## src/flash_host_pkg.sv

```systemverilog
/*
 * Constants for the flash bank-mode host controller: APB register map,
 * status fields, command codes and addresses, strobe timing.
 * Assumes a 100 MHz system clock and a 16-bit word-mode flash bus.
 */
package flash_host_pkg;

    // Clock and strobe timing
    localparam int CLK_PERIOD_NS = 10;     // 100 MHz
    localparam int T_AS_NS = 10;           // Address setup before write strobe falls
    localparam int T_WP_NS = 35;           // Write strobe low width
    localparam int T_WH_NS = 20;           // Data and chip enable hold after strobe rises
    localparam int T_ACC_NS = 70;          // Read access time
    localparam int CNT_W = 4;
    // Least times, rounded up to whole cycles
    localparam logic [CNT_W-1:0] CYC_AS = CNT_W'((T_AS_NS + CLK_PERIOD_NS - 1) / CLK_PERIOD_NS);
    localparam logic [CNT_W-1:0] CYC_WP = CNT_W'((T_WP_NS + CLK_PERIOD_NS - 1) / CLK_PERIOD_NS);
    localparam logic [CNT_W-1:0] CYC_WH = CNT_W'((T_WH_NS + CLK_PERIOD_NS - 1) / CLK_PERIOD_NS);
    localparam logic [CNT_W-1:0] CYC_ACC = CNT_W'((T_ACC_NS + CLK_PERIOD_NS - 1) / CLK_PERIOD_NS);
    localparam logic [CNT_W-1:0] CYC_SYNC = 4'h2;  // Pin synchroniser latency
    localparam logic [CNT_W-1:0] CNT_ONE = 4'h1;

    // Flash bus widths
    localparam int ADDR_W = 22;
    localparam int DATA_W = 16;
    localparam int TIMEOUT_BIT = 5;        // Position of timeout_error_flag on the data bus

    // Command cycles
    localparam logic [ADDR_W-1:0] UNLOCK1_ADDR = 22'h000555;
    localparam logic [DATA_W-1:0] UNLOCK1_DATA = 16'h00AA;
    localparam logic [ADDR_W-1:0] UNLOCK2_ADDR = 22'h0002AA;
    localparam logic [DATA_W-1:0] UNLOCK2_DATA = 16'h0055;
    localparam logic [DATA_W-1:0] CMD_AUTOSEL = 16'h0090;
    localparam logic [DATA_W-1:0] CMD_RESET = 16'h00F0;
    localparam logic [ADDR_W-1:0] QUERY_ADDR = 22'h000055;
    localparam logic [DATA_W-1:0] CMD_QUERY = 16'h0098;
    localparam logic [ADDR_W-1:0] BANK_ADDR_MASK = 22'h3C0000;  // Bank bits of an address

    // APB register byte offsets
    localparam int PADDR_W = 8;
    localparam logic [PADDR_W-1:0] REG_CTRL = 8'h00;
    localparam logic [PADDR_W-1:0] REG_ADDR = 8'h04;
    localparam logic [PADDR_W-1:0] REG_WDATA = 8'h08;
    localparam logic [PADDR_W-1:0] REG_RDATA = 8'h0C;
    localparam logic [PADDR_W-1:0] REG_STATUS = 8'h10;

    // Field positions
    localparam int CTRL_OP_LSB = 0;
    localparam int OP_W = 3;
    localparam int ST_BUSY = 0;
    localparam int ST_READY = 1;
    localparam int ST_TIMEOUT = 2;
    localparam int ST_REFUSED = 3;
    localparam int ST_MODE_LSB = 4;

    // Operations written into the control register
    typedef enum logic [OP_W-1:0] {
        OP_WRITE = 3'h0,
        OP_READ = 3'h1,
        OP_RESET = 3'h2,
        OP_AUTOSEL = 3'h3,
        OP_QUERY = 3'h4
    } op_t;

    // Host's view of the addressed bank's mode
    typedef enum logic [1:0] {
        MODE_ARRAY = 2'h0,
        MODE_AUTOSEL = 2'h1,
        MODE_QUERY = 2'h2
    } mode_t;

endpackage

```

## src/sync2.sv

```systemverilog
/*
 * Two-flop synchroniser for a bus of independent level inputs.
 * Assumes each bit is sampled on its own; no bus coherence is promised.
 */
module sync2 #(
    parameter int WIDTH = 1
) (
    // Clock and reset
    input wire logic clk_sys,
    input wire logic rst_b,
    // Levels
    input wire logic [WIDTH-1:0] in_async,
    output logic [WIDTH-1:0] out_sync
);

    logic [WIDTH-1:0] meta_q;  // First stage, read only by the second

    // Both stages shift together
    always_ff @(posedge clk_sys or negedge rst_b) begin
        if (!rst_b) begin
            meta_q <= '0;
            out_sync <= '0;
        end else begin
            meta_q <= in_async;
            out_sync <= meta_q;
        end
    end

endmodule

```

## src/flash_host_ctrl.sv

```systemverilog
/*
 * Host controller for a multi-bank parallel NOR flash: APB slave for
 * software, driving chip enable, write and output strobes, address and data.
 * Assumes the flash answers asynchronously; pin inputs are synchronised.
 */
module flash_host_ctrl (
    // Clock and reset
    input wire logic clk_sys,
    input wire logic rst_b,
    // APB slave
    input wire logic psel,
    input wire logic penable,
    input wire logic pwrite,
    input wire logic [flash_host_pkg::PADDR_W-1:0] paddr,
    input wire logic [31:0] pwdata,
    output logic [31:0] prdata,
    output logic pready,
    output logic pslverr,
    // Flash pins
    output logic [flash_host_pkg::ADDR_W-1:0] flash_addr,
    output logic [flash_host_pkg::DATA_W-1:0] flash_dq_o,
    output logic flash_dq_oe,
    input wire logic [flash_host_pkg::DATA_W-1:0] flash_dq_i,
    output logic flash_ce_b,
    output logic flash_we_b,
    output logic flash_oe_b,
    input wire logic ready_busy_out
);

    typedef enum logic [2:0] {ST_IDLE, ST_SETUP, ST_PULSE, ST_HOLD, ST_RWAIT, ST_RSYNC} st_t;

    localparam int AW = flash_host_pkg::ADDR_W;
    localparam int DW = flash_host_pkg::DATA_W;
    localparam int ST_BUSY_IDX = flash_host_pkg::ST_BUSY;
    localparam int ST_READY_IDX = flash_host_pkg::ST_READY;
    localparam int ST_TIMEOUT_IDX = flash_host_pkg::ST_TIMEOUT;
    localparam int ST_REFUSED_IDX = flash_host_pkg::ST_REFUSED;
    localparam int ST_MODE_IDX = flash_host_pkg::ST_MODE_LSB;
    localparam int OP_W_L = flash_host_pkg::OP_W;
    localparam logic [flash_host_pkg::CNT_W-1:0] CNT_ONE_L = flash_host_pkg::CNT_ONE;

    // Synchronised pins
    logic [DW-1:0] dq_s;
    logic rb_s;  // High when flash is ready

    // Sequencer state
    st_t state_q, state_d;
    logic [flash_host_pkg::CNT_W-1:0] cnt_q, cnt_d;
    logic [1:0] idx_q, idx_d;  // Cycle within a command sequence
    flash_host_pkg::op_t op_q, op_d;
    // Software registers
    logic [AW-1:0] addr_reg_q, addr_reg_d;
    logic [DW-1:0] wdata_q, wdata_d;
    logic [DW-1:0] rdata_q, rdata_d;
    logic timeout_q, timeout_d;
    logic refused_q, refused_d;
    flash_host_pkg::mode_t mode_q, mode_d;
    // APB read path
    logic [31:0] prdata_q, prdata_d;
    logic pslverr_q, pslverr_d;
    // Pin registers
    logic [AW-1:0] fa_q, fa_d;
    logic [DW-1:0] fdo_q, fdo_d;
    logic fdoe_q, fdoe_d;
    logic ce_b_q, ce_b_d;
    logic we_b_q, we_b_d;
    logic oe_b_q, oe_b_d;

    // Decoded bus traffic
    logic wr_acc, setup_rd, go;
    logic [1:0] last_idx;
    logic [AW+DW-1:0] cyc;

    sync2 #(.WIDTH(DW)) u_sync_dq (
        .clk_sys(clk_sys),
        .rst_b(rst_b),
        .in_async(flash_dq_i),
        .out_sync(dq_s)
    );

    sync2 #(.WIDTH(1)) u_sync_rb (
        .clk_sys(clk_sys),
        .rst_b(rst_b),
        .in_async(ready_busy_out),
        .out_sync(rb_s)
    );

    // Address and data of each command cycle, plain writes included
    function automatic logic [AW+DW-1:0] cycle_of(flash_host_pkg::op_t op, logic [1:0] idx,
                                                   logic [AW-1:0] a, logic [DW-1:0] d);
        logic [AW+DW-1:0] r;
        r = {a, d};
        unique case (op)
            flash_host_pkg::OP_RESET: r = {a, flash_host_pkg::CMD_RESET};
            flash_host_pkg::OP_QUERY:
                r = {flash_host_pkg::QUERY_ADDR, flash_host_pkg::CMD_QUERY};
            flash_host_pkg::OP_AUTOSEL: begin
                if (idx == 2'h0) begin
                    r = {flash_host_pkg::UNLOCK1_ADDR, flash_host_pkg::UNLOCK1_DATA};
                end else if (idx == 2'h1) begin
                    r = {flash_host_pkg::UNLOCK2_ADDR, flash_host_pkg::UNLOCK2_DATA};
                end else begin
                    // Bank bits from software, low bits from the unlock address
                    r = {(a & flash_host_pkg::BANK_ADDR_MASK) | flash_host_pkg::UNLOCK1_ADDR,
                         flash_host_pkg::CMD_AUTOSEL};
                end
            end
            default: r = {a, d};  // Plain write cycle; reads also fall here but never reach ST_SETUP
        endcase
        return r;
    endfunction

    assign wr_acc = psel && penable && pwrite;
    assign setup_rd = psel && !penable && !pwrite;
    assign go = wr_acc && (paddr == flash_host_pkg::REG_CTRL) && (state_q == ST_IDLE);
    assign last_idx = (op_q == flash_host_pkg::OP_AUTOSEL) ? 2'h2 : 2'h0;
    assign cyc = cycle_of(op_q, idx_q, addr_reg_q, wdata_q);

    // Zero wait states; read data and error were registered in setup
    assign pready = 1'b1;
    assign prdata = prdata_q;
    assign pslverr = pslverr_q;
    assign flash_addr = fa_q;
    assign flash_dq_o = fdo_q;
    assign flash_dq_oe = fdoe_q;
    assign flash_ce_b = ce_b_q;
    assign flash_we_b = we_b_q;
    assign flash_oe_b = oe_b_q;

    // APB register file next values
    always_comb begin
        addr_reg_d = addr_reg_q;
        wdata_d = wdata_q;
        prdata_d = prdata_q;
        pslverr_d = 1'b0;
        if (wr_acc && paddr == flash_host_pkg::REG_ADDR) begin
            addr_reg_d = pwdata[AW-1:0];  // Bank and sector address for reads
        end
        if (wr_acc && paddr == flash_host_pkg::REG_WDATA) begin
            wdata_d = pwdata[DW-1:0];
        end
        if (psel && !penable) begin
            // Decide the answer in setup so the access phase needs no wait
            unique case (paddr)
                flash_host_pkg::REG_CTRL, flash_host_pkg::REG_ADDR,
                flash_host_pkg::REG_WDATA, flash_host_pkg::REG_RDATA,
                flash_host_pkg::REG_STATUS: pslverr_d = 1'b0;
                default: pslverr_d = 1'b1;  // Unmapped offset
            endcase
        end
        if (setup_rd) begin
            unique case (paddr)
                flash_host_pkg::REG_CTRL: prdata_d = {29'h0, op_q};
                flash_host_pkg::REG_ADDR: prdata_d = {10'h0, addr_reg_q};
                flash_host_pkg::REG_WDATA: prdata_d = {16'h0, wdata_q};
                flash_host_pkg::REG_RDATA: prdata_d = {16'h0, rdata_q};
                flash_host_pkg::REG_STATUS: begin
                    prdata_d = 32'h0;
                    prdata_d[ST_BUSY_IDX] = (state_q != ST_IDLE);
                    prdata_d[ST_READY_IDX] = rb_s;
                    prdata_d[ST_TIMEOUT_IDX] = timeout_q;
                    prdata_d[ST_REFUSED_IDX] = refused_q;
                    prdata_d[ST_MODE_IDX +: 2] = mode_q;
                end
                default: prdata_d = 32'h0;
            endcase
        end
    end

    // Sequencer and pin next values
    always_comb begin
        state_d = state_q;
        cnt_d = cnt_q;
        idx_d = idx_q;
        op_d = op_q;
        rdata_d = rdata_q;
        timeout_d = timeout_q;
        refused_d = refused_q;
        mode_d = mode_q;
        fa_d = fa_q;
        fdo_d = fdo_q;
        fdoe_d = fdoe_q;
        ce_b_d = ce_b_q;
        we_b_d = we_b_q;
        oe_b_d = oe_b_q;
        // Software clears the refusal by writing one; a new refusal wins
        if (wr_acc && paddr == flash_host_pkg::REG_STATUS && pwdata[ST_REFUSED_IDX]) begin
            refused_d = 1'b0;
        end
        unique case (state_q)
            ST_IDLE: begin
                if (go) begin
                    op_d = flash_host_pkg::op_t'(pwdata[flash_host_pkg::CTRL_OP_LSB +: OP_W_L]);
                    idx_d = 2'h0;
                    unique case (flash_host_pkg::op_t'(pwdata[flash_host_pkg::CTRL_OP_LSB +: OP_W_L]))
                        flash_host_pkg::OP_READ: begin
                            // Array, autoselect or query read
                            fa_d = addr_reg_q;
                            ce_b_d = 1'b0;
                            oe_b_d = 1'b0;
                            cnt_d = flash_host_pkg::CYC_ACC;
                            state_d = ST_RWAIT;
                        end
                        flash_host_pkg::OP_AUTOSEL: begin
                            if (!rb_s || mode_q != flash_host_pkg::MODE_ARRAY) begin
                                refused_d = 1'b1;
                            end else begin
                                state_d = ST_SETUP;
                                cnt_d = flash_host_pkg::CYC_AS;
                            end
                        end
                        flash_host_pkg::OP_QUERY: begin
                            // Only while the flash can read array or autoselect data
                            if (!rb_s || mode_q == flash_host_pkg::MODE_QUERY) begin
                                refused_d = 1'b1;
                            end else begin
                                state_d = ST_SETUP;
                                cnt_d = flash_host_pkg::CYC_AS;
                            end
                        end
                        flash_host_pkg::OP_WRITE, flash_host_pkg::OP_RESET: begin
                            state_d = ST_SETUP;
                            cnt_d = flash_host_pkg::CYC_AS;
                        end
                        default: refused_d = 1'b1;  // Undefined code never reaches the pins
                    endcase
                end
            end
            ST_SETUP: begin
                // Address, data and chip enable change on the same edge as the write strobe falls
                fa_d = cyc[AW+DW-1:DW];
                fdo_d = cyc[DW-1:0];
                fdoe_d = 1'b1;
                ce_b_d = 1'b0;
                cnt_d = cnt_q - CNT_ONE_L;
                if (cnt_q == flash_host_pkg::CNT_ONE) begin
                    we_b_d = 1'b0;
                    cnt_d = flash_host_pkg::CYC_WP;
                    state_d = ST_PULSE;
                end
            end
            ST_PULSE: begin
                cnt_d = cnt_q - CNT_ONE_L;
                if (cnt_q == flash_host_pkg::CNT_ONE) begin
                    we_b_d = 1'b1;  // Write strobe rises first, latching data
                    cnt_d = flash_host_pkg::CYC_WH;
                    state_d = ST_HOLD;
                end
            end
            ST_HOLD: begin
                cnt_d = cnt_q - CNT_ONE_L;
                if (cnt_q == flash_host_pkg::CNT_ONE) begin
                    // Chip enable rises a cycle before the next setup
                    ce_b_d = 1'b1;
                    fdoe_d = 1'b0;
                    if (idx_q == last_idx) begin
                        state_d = ST_IDLE;
                        unique case (op_q)
                            flash_host_pkg::OP_RESET: begin
                                mode_d = flash_host_pkg::MODE_ARRAY;
                                timeout_d = 1'b0;
                            end
                            flash_host_pkg::OP_AUTOSEL: mode_d = flash_host_pkg::MODE_AUTOSEL;
                            flash_host_pkg::OP_QUERY: mode_d = flash_host_pkg::MODE_QUERY;
                            default: mode_d = mode_q;  // Plain writes keep the mode
                        endcase
                    end else begin
                        idx_d = idx_q + 2'h1;
                        cnt_d = flash_host_pkg::CYC_AS;
                        state_d = ST_SETUP;
                    end
                end
            end
            ST_RWAIT: begin
                cnt_d = cnt_q - CNT_ONE_L;
                if (cnt_q == flash_host_pkg::CNT_ONE) begin
                    cnt_d = flash_host_pkg::CYC_SYNC;
                    state_d = ST_RSYNC;
                end
            end
            ST_RSYNC: begin
                // Data stays driven until the synchroniser has caught it
                cnt_d = cnt_q - CNT_ONE_L;
                if (cnt_q == flash_host_pkg::CNT_ONE) begin
                    rdata_d = dq_s;
                    if (!rb_s && dq_s[flash_host_pkg::TIMEOUT_BIT]) begin
                        timeout_d = 1'b1;
                    end
                    ce_b_d = 1'b1;
                    oe_b_d = 1'b1;
                    state_d = ST_IDLE;
                end
            end
            default: state_d = ST_IDLE;
        endcase
    end

    // Registers; flash starts in array read, so mode resets to it
    always_ff @(posedge clk_sys or negedge rst_b) begin
        if (!rst_b) begin
            state_q <= ST_IDLE;
            cnt_q <= '0;
            idx_q <= 2'h0;
            op_q <= flash_host_pkg::OP_WRITE;
            addr_reg_q <= '0;
            wdata_q <= '0;
            rdata_q <= '0;
            timeout_q <= 1'b0;
            refused_q <= 1'b0;
            mode_q <= flash_host_pkg::MODE_ARRAY;
            prdata_q <= 32'h0;
            pslverr_q <= 1'b0;
            fa_q <= '0;
            fdo_q <= '0;
            fdoe_q <= 1'b0;
            ce_b_q <= 1'b1;
            we_b_q <= 1'b1;
            oe_b_q <= 1'b1;
        end else begin
            state_q <= state_d;
            cnt_q <= cnt_d;
            idx_q <= idx_d;
            op_q <= op_d;
            addr_reg_q <= addr_reg_d;
            wdata_q <= wdata_d;
            rdata_q <= rdata_d;
            timeout_q <= timeout_d;
            refused_q <= refused_d;
            mode_q <= mode_d;
            prdata_q <= prdata_d;
            pslverr_q <= pslverr_d;
            fa_q <= fa_d;
            fdo_q <= fdo_d;
            fdoe_q <= fdoe_d;
            ce_b_q <= ce_b_d;
            we_b_q <= we_b_d;
            oe_b_q <= oe_b_d;
        end
    end

endmodule

```

## config.mk

```make
export PLATFORM = sky130hd
export DESIGN_NAME = flash_host_ctrl
export DESIGN_NICKNAME = d
export VERILOG_FILES = /design/src/flash_host_pkg.sv /design/src/sync2.sv /design/src/flash_host_ctrl.sv
export SDC_FILE = /design/constraint.sdc
export NUM_CORES = 1
export LEC_CHECK = 0
export ABC_AREA = 1
export BUFFER_PORTS_ARGS = -buffer_cell sky130_fd_sc_hd__buf_2
export CAP_MARGIN = 20
export CORE_MARGIN = 3
export CORE_UTILIZATION = 55
export DETAILED_ROUTE_END_ITERATION = 8
export PLACE_DENSITY = 0.77
export SYNTH_ARGS = -nofsm -noshare
export SYNTH_HDL_FRONTEND = slang
export SYNTH_HIERARCHICAL = 1
export SYNTH_SLANG_ARGS = --single-unit
```

## constraint.sdc

```tcl
create_clock -name clk_sys -period 2.26 [get_ports clk_sys]
set_input_delay 0.339 -clock clk_sys [delete_from_list [all_inputs] [get_ports clk_sys]]
set_output_delay 0.339 -clock clk_sys [all_outputs]
set_load 0.03 [all_outputs]
```

Yosys cells after proc, flatten, opt, wreduce, memory -nomap -nowiden
Index checks and enable logic that the tools add are counted.

storage, ports and cells
  logic and storage cells = 162
  register bits = 179

operators by class
  multiplexer cells = 55
  $add $sub $neg = 2
  equality and inequality tests = 35
  reductions and logical operators = 48

operator list
  kind                  count
  $pmux W38 S3          1
  $pmux W22 S5          1
  $mux W38              2
  $mux W22              2
  $pmux W22 S2          1
  $mux W4               7
  $mux W3               8
  $pmux W4 S5           1
  $eq A3 B2 Y1 const B  6
  $ne A2 B2 Y1 const B  9
  $pmux W3 S6           1
  $mux W1               17
  $eq A8 B4 Y1 const B  2
  $pmux W4 S4           1
  $reduce_and A4 Y1     4
  $reduce_bool A2 Y1    7
  $eq A3 B3 Y1 const B  4
  $pmux W3 S4           1
  $logic_and A1 B1 Y1   11
  $reduce_and A9 Y1     1
  $reduce_bool A3 Y1    3
  $eq A8 B3 Y1 const B  1
  $eq A8 B5 Y1 const B  1
  $logic_not A8 Y1      1
  other kinds (27)      47

Logic depth before layout (Yosys ltp)
Gate-level depths: netlist (run 1).

  depth in word-level cells = 9
  depth in mapped cells = 10
  depth with buffers taken out = 10

By module
The synthesis (run 1) kept the hierarchy.

by module, submodules not included
  module             area each (sq um)  seq. area each (sq um)  instances  cells an instance
  flash_host_ctrl    6393.6             3382.0                  1          759
  sync2 (u_sync_dq)  800.8              800.8                   1          32
  sync2 (u_sync_rb)  50.0               50.0                    1          2

Worst setup path before layout (run 1)
No wires, ideal clock.

  kind = reg2reg
  start = register cnt_q[1] (netlist bit)
  end = register rdata_q[0]
  period minus slack after synthesis = 1.602 ns
  stages on the path, launching flop included = 8
  setup time = 0.128 ns
  buffers on the path = 1
  data arrival time = 1.474 ns
  path slack = 0.658 ns
  required time = 2.132 ns
  path through = dfrtp_1 -> inv_1 -> ha_1 -> nand2_1 -> nor2_1 -> nand2_1 -> buf_4 -> mux2_1

on the way
  cells in the longest elaborated chain, start to end = 2

RTL lines
  item                         RTL line                RTL
  start: declaration           flash_host_ctrl.sv:48   logic [flash_host_pkg::CNT_W-1:0] cnt_q, cnt_d;
  start signal: assignment     flash_host_ctrl.sv:321  cnt_q <= cnt_d;
  $eq A4 B1 Y1                 flash_host_ctrl.sv:284  if (cnt_q == flash_host_pkg::CNT_ONE) begin
  $reduce_and A2 Y1 (no line)  n/a
  end signal: assignment       flash_host_ctrl.sv:326  rdata_q <= rdata_d;
  end: declaration             flash_host_ctrl.sv:54   logic [DW-1:0] rdata_q, rdata_d;

Every way passes these cells.
A chain may end at the register's enable or synchronous reset.

Worst setup path after layout (run 1)
  start = register state_q[2]
  end = register fa_q[2] (netlist: flash_addr[2])

on the way
  cells in the longest elaborated chain, start to end = 4

RTL lines
  item                         RTL line                                        RTL
  start: declaration           flash_host_ctrl.sv:47                           st_t state_q, state_d;
  start signal: assignment     flash_host_ctrl.sv:320                          state_q <= state_d;
  $logic_not A3 Y1             flash_host_ctrl.sv:115, flash_host_ctrl.sv:190
  $logic_and A1 B1 Y1          flash_host_ctrl.sv:115                          assign go = wr_acc && (paddr == flash_host_pkg::REG_CTRL) && (state_q == ST_IDLE);
  $ne A2 B2 Y1 (no line)       n/a
  $reduce_and A3 Y1 (no line)  n/a
  end signal: assignment       flash_host_ctrl.sv:313                          fa_q <= '0;
  end signal: assignment       flash_host_ctrl.sv:332                          fa_q <= fa_d;
  end: declaration             flash_host_ctrl.sv:62                           logic [AW-1:0] fa_q, fa_d;

Several ways; a longest one is shown, not always the timed one.

==> results_tabular.tex, run 1 <==
\begin{tabular}{lr}
\hline
Metric & Value \\
\hline
\multicolumn{2}{l}{\textbf{Route}} \\
Via total after detailed routing & 5912 \\
DRC & 0 \\
Wire length after detailed routing & 17.1 mm \\
Routed via count divided by cell count & 5.30 \\
Iter 0 DRT Violations & roughly 500 \\
TritonRoute pass-1 iters & 5 \\
Antenna Violating Nets Remaining & 0 \\
Mean routed wirelength per cell & roughly 15 um \\
\multicolumn{2}{l}{\textbf{Power}} \\
Standby leakage power & between 4 and 5 nW \\
Overall power & 9.42 mW \\
Largest vdd supply drop & 618 uV \\
Power density over the cells & 1070 nW/um2 \\
\multicolumn{2}{l}{\textbf{Final layout}} \\
Area of the multi-input gates & 2540 um2 \\
Antenna cell count & 0 \\
Share of post-route cells with drive strength above 1 & 21.3\% \\
Count of fill cells added during filler insertion & 1025 \\
Most frequent standard cell in the layout excluding fill and tap cells & sky130\_fd\_sc\_hd\_\_nand2\_1 \\
Non-Filler Instances & 1116 \\
Total Nets Final & 998 \\
Combined flip-flop and latch cell area & roughly 4200 um2 \\
Area growth syn-to-layout & 21.3\% \\
Most frequent cells in the layout & 237 x sky130\_fd\_sc\_hd\_\_nand2\_1, 166 x sky130\_fd\_sc\_hd\_\_dfrtp\_1, 115 x sky130\_fd\_sc\_hd\_\_buf\_2 \\
Summed area of non-filler cells in the final layout & roughly 8800 um2 \\
\multicolumn{2}{l}{\textbf{Synth}} \\
Yosys warning count & 6 \\
Synth Area per Inst & 9.14 um2 \\
Unique cell type count in the Yosys netlist & slightly above 40 \\
Post-synthesis cell count & between 700 and 800 \\
Flip-flop and latch count after synthesis & approximately 170 \\
Cell Area, Synth & between 7000 and 8000 um2 \\
Post-synthesis sequential area ratio & 58.4\% \\
\multicolumn{2}{l}{\textbf{Worst setup path}} \\
Element type at the critical path end & flip-flop \\
Endpoint arrival time on the critical path & 2.26 ns \\
Worst path max stage delay & 0.52 ns \\
Cell with the largest stage delay on the worst path & sky130\_fd\_sc\_hd\_\_dfrtp\_1 \\
Ordered cell list for the critical path & inv\_2, nand2\_4, or2\_1, nand2\_2, nand2\_2, buf\_4, clkinv\_1, nand2\_1, nand2\_1 \\
R2r worst-path depth & 9 \\
Maximum net fanout on the critical path & 40 \\
WP data required & 2.57 ns \\
Endpoint of the lowest-slack register-to-register path & flash\_addr[2] \\
FF-to-FF setup slack & 0.32 ns \\
Type of the setup path with the least slack & flip-flop to flip-flop \\
Beginning of the worst register-to-register path & state\_q[2] \\
Worst setup SP type & flip-flop \\
\multicolumn{2}{l}{\textbf{Placement}} \\
Cell count after placement & about 1100 \\
Estimated wirelength of the detail-placed design & 12.4 mm \\
Port bufs & 116 \\
Area of placed instances & 8030 um2 \\
Placer Congestion & 0.961 \\
Worst slack at placement & 0.322 ns \\
\multicolumn{2}{l}{\textbf{Clock tree}} \\
Buffers from clock root to sink, at most & 2 \\
Number of H-tree levels & 4 \\
CTS Root Buffer Type & sky130\_fd\_sc\_hd\_\_clkbuf\_16 \\
Total clock buffers created by CTS & 17 \\
Clock latency of the later-clocked register in the worst-skew pair & 0.43 ns \\
CTS tree & built \\
Number of gates resized after CTS & 0 \\
TritonCTS sink count & 169 \\
Clock slew at the register clock pins of the worst setup and hold paths & around 0.07 ns \\
Post-CTS setup-driven buffer insertion count & 0 \\
\multicolumn{2}{l}{\textbf{Global route}} \\
Total routing resource utilization after global routing & 24.5\% \\
Pin count of the biggest net entering global routing & 67 \\
Grt ovf & 0 \\
Initial antenna violation count & 0 \\
Global-route wire length before repair & between 20 and 30 mm \\
Via count of the first global-routing pass & $\sim$5500 \\
\multicolumn{2}{l}{\textbf{STA}} \\
Setup TNS after final layout & 0 ns \\
Max\_slew headroom & 61.0\% \\
Unrepaired setup endpoints after global routing & false \\
Crit path setup slack, layout & 0.315 ns \\
Portion of the clock cycle consumed by the worst path in the final layout & 86.0\% \\
Final Setup Violations & 0 \\
Worst setup skew after layout & 0.00922 ns \\
Max-slew violations & 0 \\
Min Tclk post-route & 1.94 ns \\
Fin. Hold Viols & 0 \\
Least-Margin Pin Slew & between 0.5 and 0.6 ns \\
Max Clk Rate & 514 MHz \\
\multicolumn{2}{l}{\textbf{Worst hold path}} \\
Worst min path class & primary input to flip-flop \\
Endpoint with the worst hold slack & u\_sync\_dq/meta\_q[12] \\
Cell depth of the worst hold path & 1 \\
Startpoint of the tightest hold check path & flash\_dq\_i[12] \\
\multicolumn{2}{l}{\textbf{Floorplanning}} \\
Starting Density & 56.7\% \\
Count of boundary I/O pins & 138 \\
Overall die width & 121 um \\
Placeable core area & 12800 um2 \\
Site Rows & 41 \\
Die area & 14600 um2 \\
Height of the die & about 120 um \\
\multicolumn{2}{l}{\textbf{Flow run}} \\
Max-cap violations & 0 \\
\multicolumn{2}{l}{\textbf{Status}} \\
Run status & complete, no violations \\
\hline
\end{tabular}
flip-flops by register name, indices dropped and copies added (netlist names), 3 cells and up:
register,flops
cnt_q,4
wdata_q,16
u_sync_dq/out_sync,16
u_sync_dq/meta_q,16
rdata_q,16
state_q,3
flash_addr,22
prdata,22
addr_reg_q,22
op_q,3
flash_dq_o,16
cell type report:
cell class | count | area share (%)
Inverter | 78 | 3.33
Multi-Input combinational cell | 520 | 28.9
Timing Repair Buffer | 145 | 9.92
Clock inverter | 13 | 2.08
Clock buffer | 19 | 5.15
Tap cell | 172 | 2.45
Sequential cell | 169 | 48.2
cells in the mapped netlist (all sizes together):
library cell | n | area [um2]
a211oi | 1 | 7.51
a21oi | 30 | 154
a2bb2oi | 2 | 17.5
a31oi | 2 | 12.5
a32o | 8 | 80.1
and3 | 1 | 6.26
buf | 33 | 206
clkbuf | 2 | 7.51
clkinv | 1 | 3.75
conb | 2 | 7.51
dfrtp | 166 | 4150
dfstp | 3 | 78.8
ha | 5 | 62.6
inv | 77 | 289
mux2 | 13 | 146
nand2 | 243 | 937
nand3 | 41 | 210
nand4 | 4 | 25.0
nor2 | 53 | 229
nor3 | 2 | 15.0
o211ai | 2 | 15.0
o21a | 3 | 22.5
o21ai | 85 | 425
o22ai | 1 | 6.26
o31ai | 7 | 82.6
or2 | 4 | 25.0
xnor2 | 1 | 8.76
xor2 | 1 | 8.76
metal layers:
layer	routed length (um)	part of all wire, %	GRT usage [%]	vias to the layer above
li1	-	-	-	2817
met1	7740	45	35.4	2801
met2	7440	43	35.9	258
met3	1440	8.4	5.75	36
met4	497	2.9	9.77	0
met5	0	0	0	-
worst max path at each step:
stage	startpoint	endpoint	slack, ns	cells past startpoint
finish	state_q[2]	flash_addr[2]	0.32	9
global placement	paddr[4]	flash_addr[2]	0.35	11
global route	state_q[1]	flash_addr[2]	0.14	10
floorplan	cnt_q[1]	rdata_q[0]	0.66	7
detailed placement	paddr[4]	flash_addr[2]	0.32	11
CTS	state_q[2]	flash_addr[2]	0.31	9
where the power goes:
part / total, mW / switching [mW] / leakage (nW) / internal, mW
sequential: 3.71 / 0.260 / 2.17 / 3.45
clock: 3.08 / 1.25 / 0.306 / 1.83
combinational: 2.63 / 1.79 / 2.17 / 0.840
worst max-delay path, delay by kind of cell (launching register included):
| family | cells | cell delay [ns] |
|---|---|---|
| AND/OR/NAND/NOR | 6 | 0.63 |
| buffers and inverters | 3 | 0.69 |
| flip-flops | 1 | 0.52 |
cell families (layout without fill, tap and decap cells):
family	count (synthesis)	in the layout	share of synthesized area [%]
flip-flops	169	169	58.4
adder cells (fa/ha/maj)	5	5	0.864
other	2	11	0.104
multiplexers	13	13	2.02
AND/OR/NAND/NOR	348	348	20.0
buffers and inverters	113	255	6.99
XOR/XNOR	2	2	0.242
AO/OA/AOI/OAI	141	141	11.4
through the flow:
stage	utilization, %	hold slack, ns
2_1_floorplan	-	0.0434
3_3_place_gp	62.9	0.305
3_5_place_dp	62.9	0.309
4_1_cts	68.6	0.00173
5_1_grt	68.8	0.00346
6_report	68.8	0.0150
what timing repair did:
item / 4_1_cts / 5_1_grt
endpoints found under the setup margin: 0 / 0
hold buffers: 9 / 3
hold endpoints to repair: 50 / 3
No activity file was read; power rests on OpenSTA's default activity.
==> inputs of run 2 (changes only) <==
--- a/config.mk
+++ b/config.mk
@@ -8,10 +8,11 @@
 export ABC_AREA = 1
 export BUFFER_PORTS_ARGS = -buffer_cell sky130_fd_sc_hd__buf_2
 export CAP_MARGIN = 20
+export CORE_ASPECT_RATIO = 1.2
 export CORE_MARGIN = 3
 export CORE_UTILIZATION = 55
 export DETAILED_ROUTE_END_ITERATION = 8
-export PLACE_DENSITY = 0.77
+export PLACE_DENSITY = 0.82
 export SYNTH_ARGS = -nofsm -noshare
 export SYNTH_HDL_FRONTEND = slang
 export SYNTH_HIERARCHICAL = 1
==> results_tabular.tex, run 2 (synthesized netlist as in run 1, its figures left out) <==
\begin{tabular}{lr}
\hline
Metric & Value \\
\hline
\multicolumn{2}{l}{\textbf{Status}} \\
Run status & complete, no violations (unchanged) \\
\multicolumn{2}{l}{\textbf{Worst setup path}} \\
Capture point of the critical path & flash\_addr[2] (unchanged) \\
R2r worst-path depth & 9 (unchanged) \\
Element type at the critical path end & flip-flop (unchanged) \\
Type of the setup path with the least slack & flip-flop to flip-flop (unchanged) \\
Worst setup SP type & flip-flop (unchanged) \\
Maximum net fanout on the critical path & 41 (was 40) \\
Endpoint arrival time on the critical path & 2.31 ns (was 2.26 ns) \\
Critical path origin & state\_q[2] (unchanged) \\
Beginning of the worst register-to-register path & state\_q[2] (unchanged) \\
WP data required & 2.58 ns (was 2.57 ns) \\
Endpoint of the lowest-slack register-to-register path & flash\_addr[2] (unchanged) \\
FF-to-FF setup slack & 0.27 ns (was 0.32 ns) \\
\multicolumn{2}{l}{\textbf{Route}} \\
Antenna Violating Nets Remaining & 0 (unchanged) \\
Mean routed wirelength per cell & 15.6 um (was 15.3 um) \\
Wire length after detailed routing & 17.1 mm (about the same) \\
TritonRoute pass-1 iters & 5 (unchanged) \\
Routed via count divided by cell count & 5.33 (was 5.30) \\
Via total after detailed routing & 5837 (was 5912) \\
Iter 0 DRT Violations & 545 (was 488) \\
DRC & 0 (unchanged) \\
\multicolumn{2}{l}{\textbf{Floorplanning}} \\
Placeable core area & 12800 um2 (about the same) \\
Starting Density & 56.7\% (about the same) \\
Height of the die & 132 um (was 121 um) \\
Count of boundary I/O pins & 138 (unchanged) \\
Die area & 14600 um2 (about the same) \\
Site Rows & 45 (was 41) \\
Overall die width & 111 um (was 121 um) \\
\multicolumn{2}{l}{\textbf{STA}} \\
Crit path setup slack, layout & 0.272 ns (was 0.315 ns) \\
Setup TNS after final layout & 0 ns (unchanged) \\
Fin. Hold Viols & 0 (unchanged) \\
Unrepaired setup endpoints after global routing & false (unchanged) \\
Worst setup skew after layout & 0.00502 ns (was 0.00922 ns) \\
Worst hold slack across all endpoints & 0.00953 ns (was 0.0150 ns) \\
Portion of the clock cycle consumed by the worst path in the final layout & 88.0\% (was 86.0\%) \\
Final Setup Violations & 0 (unchanged) \\
Least-Margin Pin Slew & 0.562 ns (was 0.583 ns) \\
Min Tclk post-route & 1.99 ns (was 1.94 ns) \\
Max\_slew headroom & 62.4\% (was 61.0\%) \\
Max Clk Rate & 503 MHz (was 514 MHz) \\
Max-slew violations & 0 (unchanged) \\
\multicolumn{2}{l}{\textbf{Clock tree}} \\
Clock latency of the later-clocked register in the worst-skew pair & 0.43 ns (about the same) \\
Number of gates resized after CTS & 0 (unchanged) \\
CTS tree & built (unchanged) \\
Number of H-tree levels & 4 (unchanged) \\
Post-CTS setup-driven buffer insertion count & 0 (unchanged) \\
CTS Root Buffer Type & sky130\_fd\_sc\_hd\_\_clkbuf\_16 (unchanged) \\
Total clock buffers created by CTS & 17 (unchanged) \\
CTS Hold Buffers Added & 1 (was 9) \\
Clock slew at the register clock pins of the worst setup and hold paths & 0.07 ns (about the same) \\
TritonCTS sink count & 169 (unchanged) \\
Buffers from clock root to sink, at most & 2 (unchanged) \\
\multicolumn{2}{l}{\textbf{Final layout}} \\
Summed area of non-filler cells in the final layout & 8580 um2 (was 8790 um2) \\
Most frequent cells in the layout & 237 x sky130\_fd\_sc\_hd\_\_nand2\_1, 166 x sky130\_fd\_sc\_hd\_\_dfrtp\_1, 115 x sky130\_fd\_sc\_hd\_\_buf\_2 (unchanged) \\
Count of fill cells added during filler insertion & 989 (was 1025) \\
Antenna cell count & 0 (unchanged) \\
Total Nets Final & 985 (was 998) \\
Share of post-route cells with drive strength above 1 & 21.3\% (about the same) \\
Area growth syn-to-layout & 18.5\% (was 21.3\%) \\
Non-Filler Instances & 1095 (was 1116) \\
Finished Core Util & 67.2\% (was 68.8\%) \\
Most frequent standard cell in the layout excluding fill and tap cells & sky130\_fd\_sc\_hd\_\_nand2\_1 (unchanged) \\
\multicolumn{2}{l}{\textbf{Power}} \\
Power density over the cells & 1070 nW/um2 (about the same) \\
Overall power & 9.20 mW (was 9.42 mW) \\
Standby leakage power & 4.55 nW (was 4.64 nW) \\
Largest vdd supply drop & 600 uV (was 618 uV) \\
\multicolumn{2}{l}{\textbf{Global route}} \\
Routing layer with the top usage in global route & met2 (unchanged) \\
Pin count of the biggest net entering global routing & 50 (was 67) \\
Met3 Usage GRT & 5.34\% (was 5.75\%) \\
Via count of the first global-routing pass & 5678 (was 5518) \\
GR Util met1 & 31.2\% (was 35.4\%) \\
Initial antenna violation count & 0 (unchanged) \\
Global-route wire length before repair & 28.1 mm (was 27.5 mm) \\
GR met2 Demand/Resource & 39.2\% (was 35.9\%) \\
Total routing resource utilization after global routing & 23.9\% (was 24.5\%) \\
Grt ovf & 0 (unchanged) \\
\multicolumn{2}{l}{\textbf{Placement}} \\
Worst slack at placement & 0.328 ns (was 0.322 ns) \\
Estimated wirelength of the detail-placed design & 12.4 mm (about the same) \\
Area of placed instances & 7990 um2 (was 8030 um2) \\
Cell count after placement & 1061 (was 1072) \\
Port bufs & 116 (unchanged) \\
Placer Congestion & 0.945 (was 0.961) \\
\multicolumn{2}{l}{\textbf{Worst hold path}} \\
Worst min path class & primary input to flip-flop (unchanged) \\
Cell depth of the worst hold path & 1 (unchanged) \\
\multicolumn{2}{l}{\textbf{Flow run}} \\
Max-cap violations & 0 (unchanged) \\
\hline
\end{tabular}
-- run 2: layout make-up --
class                   count  area, um2  share of cell area (%)
inverters                  78        293                    3.41
repair buffers            132        737                    8.58
flip-flops and latches    169       4230                    49.3
clock inverters            15        153                    1.78
multi-input cells         520       2540                    29.6
clock buffers              17        425                    4.96
well taps                 164        205                    2.39
-- run 2: power breakdown --
group          total [mW]  switching (mW)  leakage [nW]  internal [mW]
sequential           3.72           0.264          2.17           3.45
clock                2.85            1.29         0.278           1.56
combinational        2.64            1.81          2.10          0.823
total                9.20            3.36          4.55           5.84
-- run 2: worst min path at each step --
stage / from / to / slack, ns
2_1_floorplan: rst_b / addr_reg_q[0] / 0.04
3_3_place_gp: rst_b / flash_addr[16] / 0.31
3_5_place_dp: rst_b / flash_addr[16] / 0.31
4_1_cts: flash_dq_i[5] / u_sync_dq/meta_q[5] / 0.001
5_1_grt: flash_dq_i[0] / u_sync_dq/meta_q[0] / 0.001
6_report: flash_dq_i[6] / u_sync_dq/meta_q[6] / 0.01
-- run 2: routing by layer --
layer  routed length (um)  vias up
met2                 8360      240
li1                     -     2787
met3                 1250       38
met1                 7070     2772
met4                  414        0
met5                    0        -
-- run 2: critical path, cell delays in order (launching register included) --
cell and delay [ns]:
sky130_fd_sc_hd__dfrtp_1 0.52, sky130_fd_sc_hd__inv_2 0.10, sky130_fd_sc_hd__nand2_4 0.14, sky130_fd_sc_hd__or2_1 0.16
sky130_fd_sc_hd__nand2_2 0.09, sky130_fd_sc_hd__nand2_2 0.07, sky130_fd_sc_hd__buf_4 0.38, sky130_fd_sc_hd__clkinv_1 0.23
sky130_fd_sc_hd__nand2_1 0.12, sky130_fd_sc_hd__nand2_1 0.06
==> inputs of run 3 (changes only) <==
--- a/config.mk
+++ b/config.mk
@@ -5,7 +5,6 @@
 export SDC_FILE = /design/constraint.sdc
 export NUM_CORES = 1
 export LEC_CHECK = 0
-export ABC_AREA = 1
 export BUFFER_PORTS_ARGS = -buffer_cell sky130_fd_sc_hd__buf_2
 export CAP_MARGIN = 20
 export CORE_ASPECT_RATIO = 1.2
@@ -13,6 +12,7 @@
 export CORE_UTILIZATION = 55
 export DETAILED_ROUTE_END_ITERATION = 8
 export PLACE_DENSITY = 0.82
+export RECOVER_POWER = 25
 export SYNTH_ARGS = -nofsm -noshare
 export SYNTH_HDL_FRONTEND = slang
 export SYNTH_HIERARCHICAL = 1
==> results_tabular.tex, run 3 <==
\begin{tabular}{lr}
\hline
Metric & Value \\
\hline
\multicolumn{2}{l}{\textbf{Route}} \\
DRC & 0 (unchanged) \\
Via total after detailed routing & 5331 (was 5837) \\
Iter 0 DRT Violations & 409 (was 545) \\
Mean routed wirelength per cell & 19.0 um (was 15.6 um) \\
Wire length after detailed routing & 17.6 mm (was 17.1 mm) \\
TritonRoute pass-1 iters & 5 (unchanged) \\
Routed via count divided by cell count & 5.76 (was 5.33) \\
Antenna Violating Nets Remaining & 0 (unchanged) \\
\multicolumn{2}{l}{\textbf{Clock tree}} \\
Total clock buffers created by CTS & 17 (unchanged) \\
Buffers from clock root to sink, at most & 2 (unchanged) \\
Number of H-tree levels & 4 (unchanged) \\
TritonCTS sink count & 169 (unchanged) \\
Clock latency of the later-clocked register in the worst-skew pair & 0.42 ns (was 0.43 ns) \\
CTS Root Buffer Type & sky130\_fd\_sc\_hd\_\_clkbuf\_16 (unchanged) \\
Post-CTS setup-driven buffer insertion count & 0 (unchanged) \\
CTS tree & built (unchanged) \\
Clock slew at the register clock pins of the worst setup and hold paths & 0.07 ns (about the same) \\
\multicolumn{2}{l}{\textbf{STA}} \\
Max\_slew headroom & 7.42\% (was 62.4\%) \\
Final Setup Violations & 0 (unchanged) \\
Max-slew violations & 0 (unchanged) \\
Least-Margin Pin Slew & 1.39 ns (was 0.562 ns) \\
Portion of the clock cycle consumed by the worst path in the final layout & 90.7\% (was 88.0\%) \\
Worst hold slack across all endpoints & 0.0165 ns (was 0.00953 ns) \\
Fin. Hold Viols & 0 (unchanged) \\
Unrepaired setup endpoints after global routing & false (unchanged) \\
Setup TNS after final layout & 0 ns (unchanged) \\
Max Clk Rate & 488 MHz (was 503 MHz) \\
Worst setup skew after layout & 0.00919 ns (was 0.00502 ns) \\
Min Tclk post-route & 2.05 ns (was 1.99 ns) \\
\multicolumn{2}{l}{\textbf{Global route}} \\
Grt ovf & 0 (unchanged) \\
Initial antenna violation count & 0 (unchanged) \\
Via count of the first global-routing pass & 5427 (was 5678) \\
Total routing resource utilization after global routing & 24.5\% (was 23.9\%) \\
Global-route wire length before repair & 28.4 mm (was 28.1 mm) \\
Pin count of the biggest net entering global routing & 77 (was 50) \\
\multicolumn{2}{l}{\textbf{Synth}} \\
Area fraction in and, or, nand and nor cells after synthesis & 11.9\% (was 20.0\%) \\
Xor/xnor share of the synthesized area & 0.360\% (was 0.242\%) \\
Unique cell type count in the Yosys netlist & 62 (was 41) \\
Most common library cells after synthesis & 166 x sky130\_fd\_sc\_hd\_\_dfrtp\_1, 94 x sky130\_fd\_sc\_hd\_\_nand2\_1, 52 x sky130\_fd\_sc\_hd\_\_o21ai\_0, 49 x sky130\_fd\_sc\_hd\_\_mux2\_2, 24 x sky130\_fd\_sc\_hd\_\_a21oi\_1 (was 237 x sky130\_fd\_sc\_hd\_\_nand2\_1, 166 x sky130\_fd\_sc\_hd\_\_dfrtp\_1, 70 x sky130\_fd\_sc\_hd\_\_inv\_1, 48 x sky130\_fd\_sc\_hd\_\_o21ai\_1, 45 x sky130\_fd\_sc\_hd\_\_nor2\_1) \\
Ranking of synthesized cells by area & sky130\_fd\_sc\_hd\_\_dfrtp\_1 57\%, sky130\_fd\_sc\_hd\_\_mux2\_2 7.6\%, sky130\_fd\_sc\_hd\_\_nand2\_1 4.8\% (was sky130\_fd\_sc\_hd\_\_dfrtp\_1 57\%, sky130\_fd\_sc\_hd\_\_nand2\_1 12\%, sky130\_fd\_sc\_hd\_\_inv\_1 3.6\%) \\
Top FF cell, synth & sky130\_fd\_sc\_hd\_\_dfrtp\_1 (unchanged) \\
Area fraction of the dominant cell type after synthesis & 56.9\% (was 57.3\%) \\
Cell Area, Synth & 7290 um2 (was 7240 um2) \\
Multiplexer area fraction after synthesis & 12.2\% (was 2.02\%) \\
Area leader, netlist & sky130\_fd\_sc\_hd\_\_dfrtp\_1 (unchanged) \\
Post-synthesis cell count & 625 (was 793) \\
Yosys warning count & 6 (unchanged) \\
Top-count cell post-synth & sky130\_fd\_sc\_hd\_\_dfrtp\_1 (was sky130\_fd\_sc\_hd\_\_nand2\_1) \\
Largest family of logic cells by synthesized area & compound AO/OA/AOI/OAI gates (was simple AND/OR/NAND/NOR gates) \\
Synthesized-area fraction occupied by adder cells & 0.858\% (was 0.864\%) \\
Synth Area per Inst & 11.7 um2 (was 9.14 um2) \\
Flip-flop and latch count after synthesis & 169 (unchanged) \\
Share of flip-flops with an asynchronous set or reset & 100\% (unchanged) \\
Post-synthesis sequential area ratio & 58.0\% (was 58.4\%) \\
Number of enable flip-flop cells after synthesis & 0 (unchanged) \\
Fraction of the mapped netlist area in compound gates & 12.3\% (was 11.4\%) \\
\multicolumn{2}{l}{\textbf{Power}} \\
Standby leakage power & 4.36 nW (was 4.55 nW) \\
Power density over the cells & 997 nW/um2 (was 1070 nW/um2) \\
Largest vdd supply drop & 551 uV (was 600 uV) \\
\multicolumn{2}{l}{\textbf{Worst setup path}} \\
Element type at the critical path end & flip-flop (unchanged) \\
WP data required & 2.59 ns (was 2.58 ns) \\
Maximum net fanout on the critical path & 22 (was 41) \\
Endpoint arrival time on the critical path & 2.38 ns (was 2.31 ns) \\
Endpoint of the lowest-slack register-to-register path & flash\_addr[9] (was flash\_addr[2]) \\
Type of the setup path with the least slack & flip-flop to flip-flop (unchanged) \\
R2r worst-path depth & 5 (was 9) \\
FF-to-FF setup slack & 0.21 ns (was 0.27 ns) \\
Beginning of the worst register-to-register path & state\_q[1] (was state\_q[2]) \\
Worst setup SP type & flip-flop (unchanged) \\
\multicolumn{2}{l}{\textbf{Worst hold path}} \\
Endpoint with the worst hold slack & u\_sync\_dq/meta\_q[8] (was u\_sync\_dq/meta\_q[6]) \\
Cell depth of the worst hold path & 1 (unchanged) \\
Worst min path class & primary input to flip-flop (unchanged) \\
Startpoint of the tightest hold check path & flash\_dq\_i[8] (was flash\_dq\_i[6]) \\
\multicolumn{2}{l}{\textbf{Final layout}} \\
Total Nets Final & 815 (was 985) \\
Share of post-route cells with drive strength above 1 & 33.2\% (was 21.3\%) \\
Antenna cell count & 0 (unchanged) \\
Area growth syn-to-layout & 19.9\% (was 18.5\%) \\
Most frequent standard cell in the layout excluding fill and tap cells & sky130\_fd\_sc\_hd\_\_dfrtp\_1 (was sky130\_fd\_sc\_hd\_\_nand2\_1) \\
Count of fill cells added during filler insertion & 950 (was 989) \\
Most frequent cells in the layout & 166 x sky130\_fd\_sc\_hd\_\_dfrtp\_1, 115 x sky130\_fd\_sc\_hd\_\_buf\_2, 94 x sky130\_fd\_sc\_hd\_\_nand2\_1 (was 237 x sky130\_fd\_sc\_hd\_\_nand2\_1, 166 x sky130\_fd\_sc\_hd\_\_dfrtp\_1, 115 x sky130\_fd\_sc\_hd\_\_buf\_2) \\
\multicolumn{2}{l}{\textbf{Floorplanning}} \\
Overall die width & 111 um (about the same) \\
Starting Density & 56.8\% (was 56.7\%) \\
Die area & 14700 um2 (was 14600 um2) \\
Site Rows & 45 (unchanged) \\
Placeable core area & 12800 um2 (about the same) \\
Height of the die & 132 um (about the same) \\
Count of boundary I/O pins & 138 (unchanged) \\
\multicolumn{2}{l}{\textbf{Status}} \\
Run status & complete, no violations (unchanged) \\
\multicolumn{2}{l}{\textbf{Placement}} \\
Estimated wirelength of the detail-placed design & 12.7 mm (was 12.4 mm) \\
Placer Congestion & 0.893 (was 0.945) \\
Port bufs & 116 (unchanged) \\
\multicolumn{2}{l}{\textbf{Flow run}} \\
Max-cap violations & 0 (unchanged) \\
\hline
\end{tabular}
run 3: cell count changes after synthesis, moves of 13 or more:
| cell | change |
|---|---|
| sky130_fd_sc_hd__clkbuf_1 | +14 |
| sky130_fd_sc_hd__mux2_1 | -13 |
| sky130_fd_sc_hd__mux2_2 | +49 |
| sky130_fd_sc_hd__o21ai_1 | -48 |
| sky130_fd_sc_hd__nand3_1 | -21 |
| sky130_fd_sc_hd__nor2_1 | -29 |
| sky130_fd_sc_hd__nand2_1 | -143 |
| sky130_fd_sc_hd__o21ai_0 | +15 |
| sky130_fd_sc_hd__inv_1 | -59 |
run 3: how the worst max path moves through the flow:
stage                    start            end  slack [ns]  cells past startpoint
global route        state_q[1]  flash_addr[9]        0.03                      5
finish              state_q[1]  flash_addr[9]        0.21                      5
detailed placement    paddr[5]       cnt_q[1]        0.20                      7
floorplan             cnt_q[1]    rdata_q[15]        0.40                      7
global placement      paddr[5]       cnt_q[1]        0.23                      7
CTS                 state_q[1]  flash_addr[9]        0.22                      5
run 3: stage by stage:
step	power (mW)	instances	instance area [um2]	utilization (%)	setup slack, ns
after floorplan	5.10	634	7330	-	0.399
after global placement	5.65	890	8090	63.1	0.229
after detailed placement	5.76	890	8090	63.1	0.197
after CTS	8.74	925	8750	68.2	0.222
after global routing	9.13	925	8740	68.1	0.0320
final	8.72	925	8740	68.1	0.210
run 3: kinds of logic after synthesis:
| group | after synthesis |
|---|---|
| flops | 169 |
| simple gates | 172 |
| fa+ha+maj | 5 |
| other cells | 2 |
| compound gates | 140 |
| mux | 74 |
| buf+inv | 60 |
| xor+xnor | 3 |
run 3: cell type report:
class	count	area (um2)	area share, %
Sequential cell	169	4230	48.4
Inverter	12	45.0	0.515
Timing Repair Buffer	143	848	9.70
Multi-Input combinational cell	405	2780	31.8
Clock inverter	15	205	2.35
Clock buffer	17	425	4.87
Tap cell	164	205	2.35
run 3: power breakdown:
group,switching (mW),internal (mW),leakage (nW)
Combinational,1.20,0.811,1.84
Sequential,0.349,3.38,2.21
Clock,1.37,1.61,0.305
run 3: critical path: stages, from the launching register on:
cell,delay [ns]
sky130_fd_sc_hd__dfrtp_1,0.72
sky130_fd_sc_hd__nor2b_1,0.15
sky130_fd_sc_hd__nand2b_1,0.16
sky130_fd_sc_hd__a21o_1,0.55
sky130_fd_sc_hd__a21oi_1,0.17
sky130_fd_sc_hd__o21ai_0,0.21
run 3: repair_timing:
item | 4_1_cts | 5_1_grt
hold buffers | 3 | 0
resized for setup | 0 | 0
endpoints found under the setup margin | 0 | 0
hold endpoints to repair | 24 | 0
run 3: metal layers:
| layer | GRT usage [%] | part of all wire [%] |
|---|---|---|
| met1 | 32.0 | 40 |
| met3 | 5.79 | 7.0 |
| met5 | 0 | 0 |
| met4 | 8.45 | 2.1 |
| met2 | 40.5 | 50 |
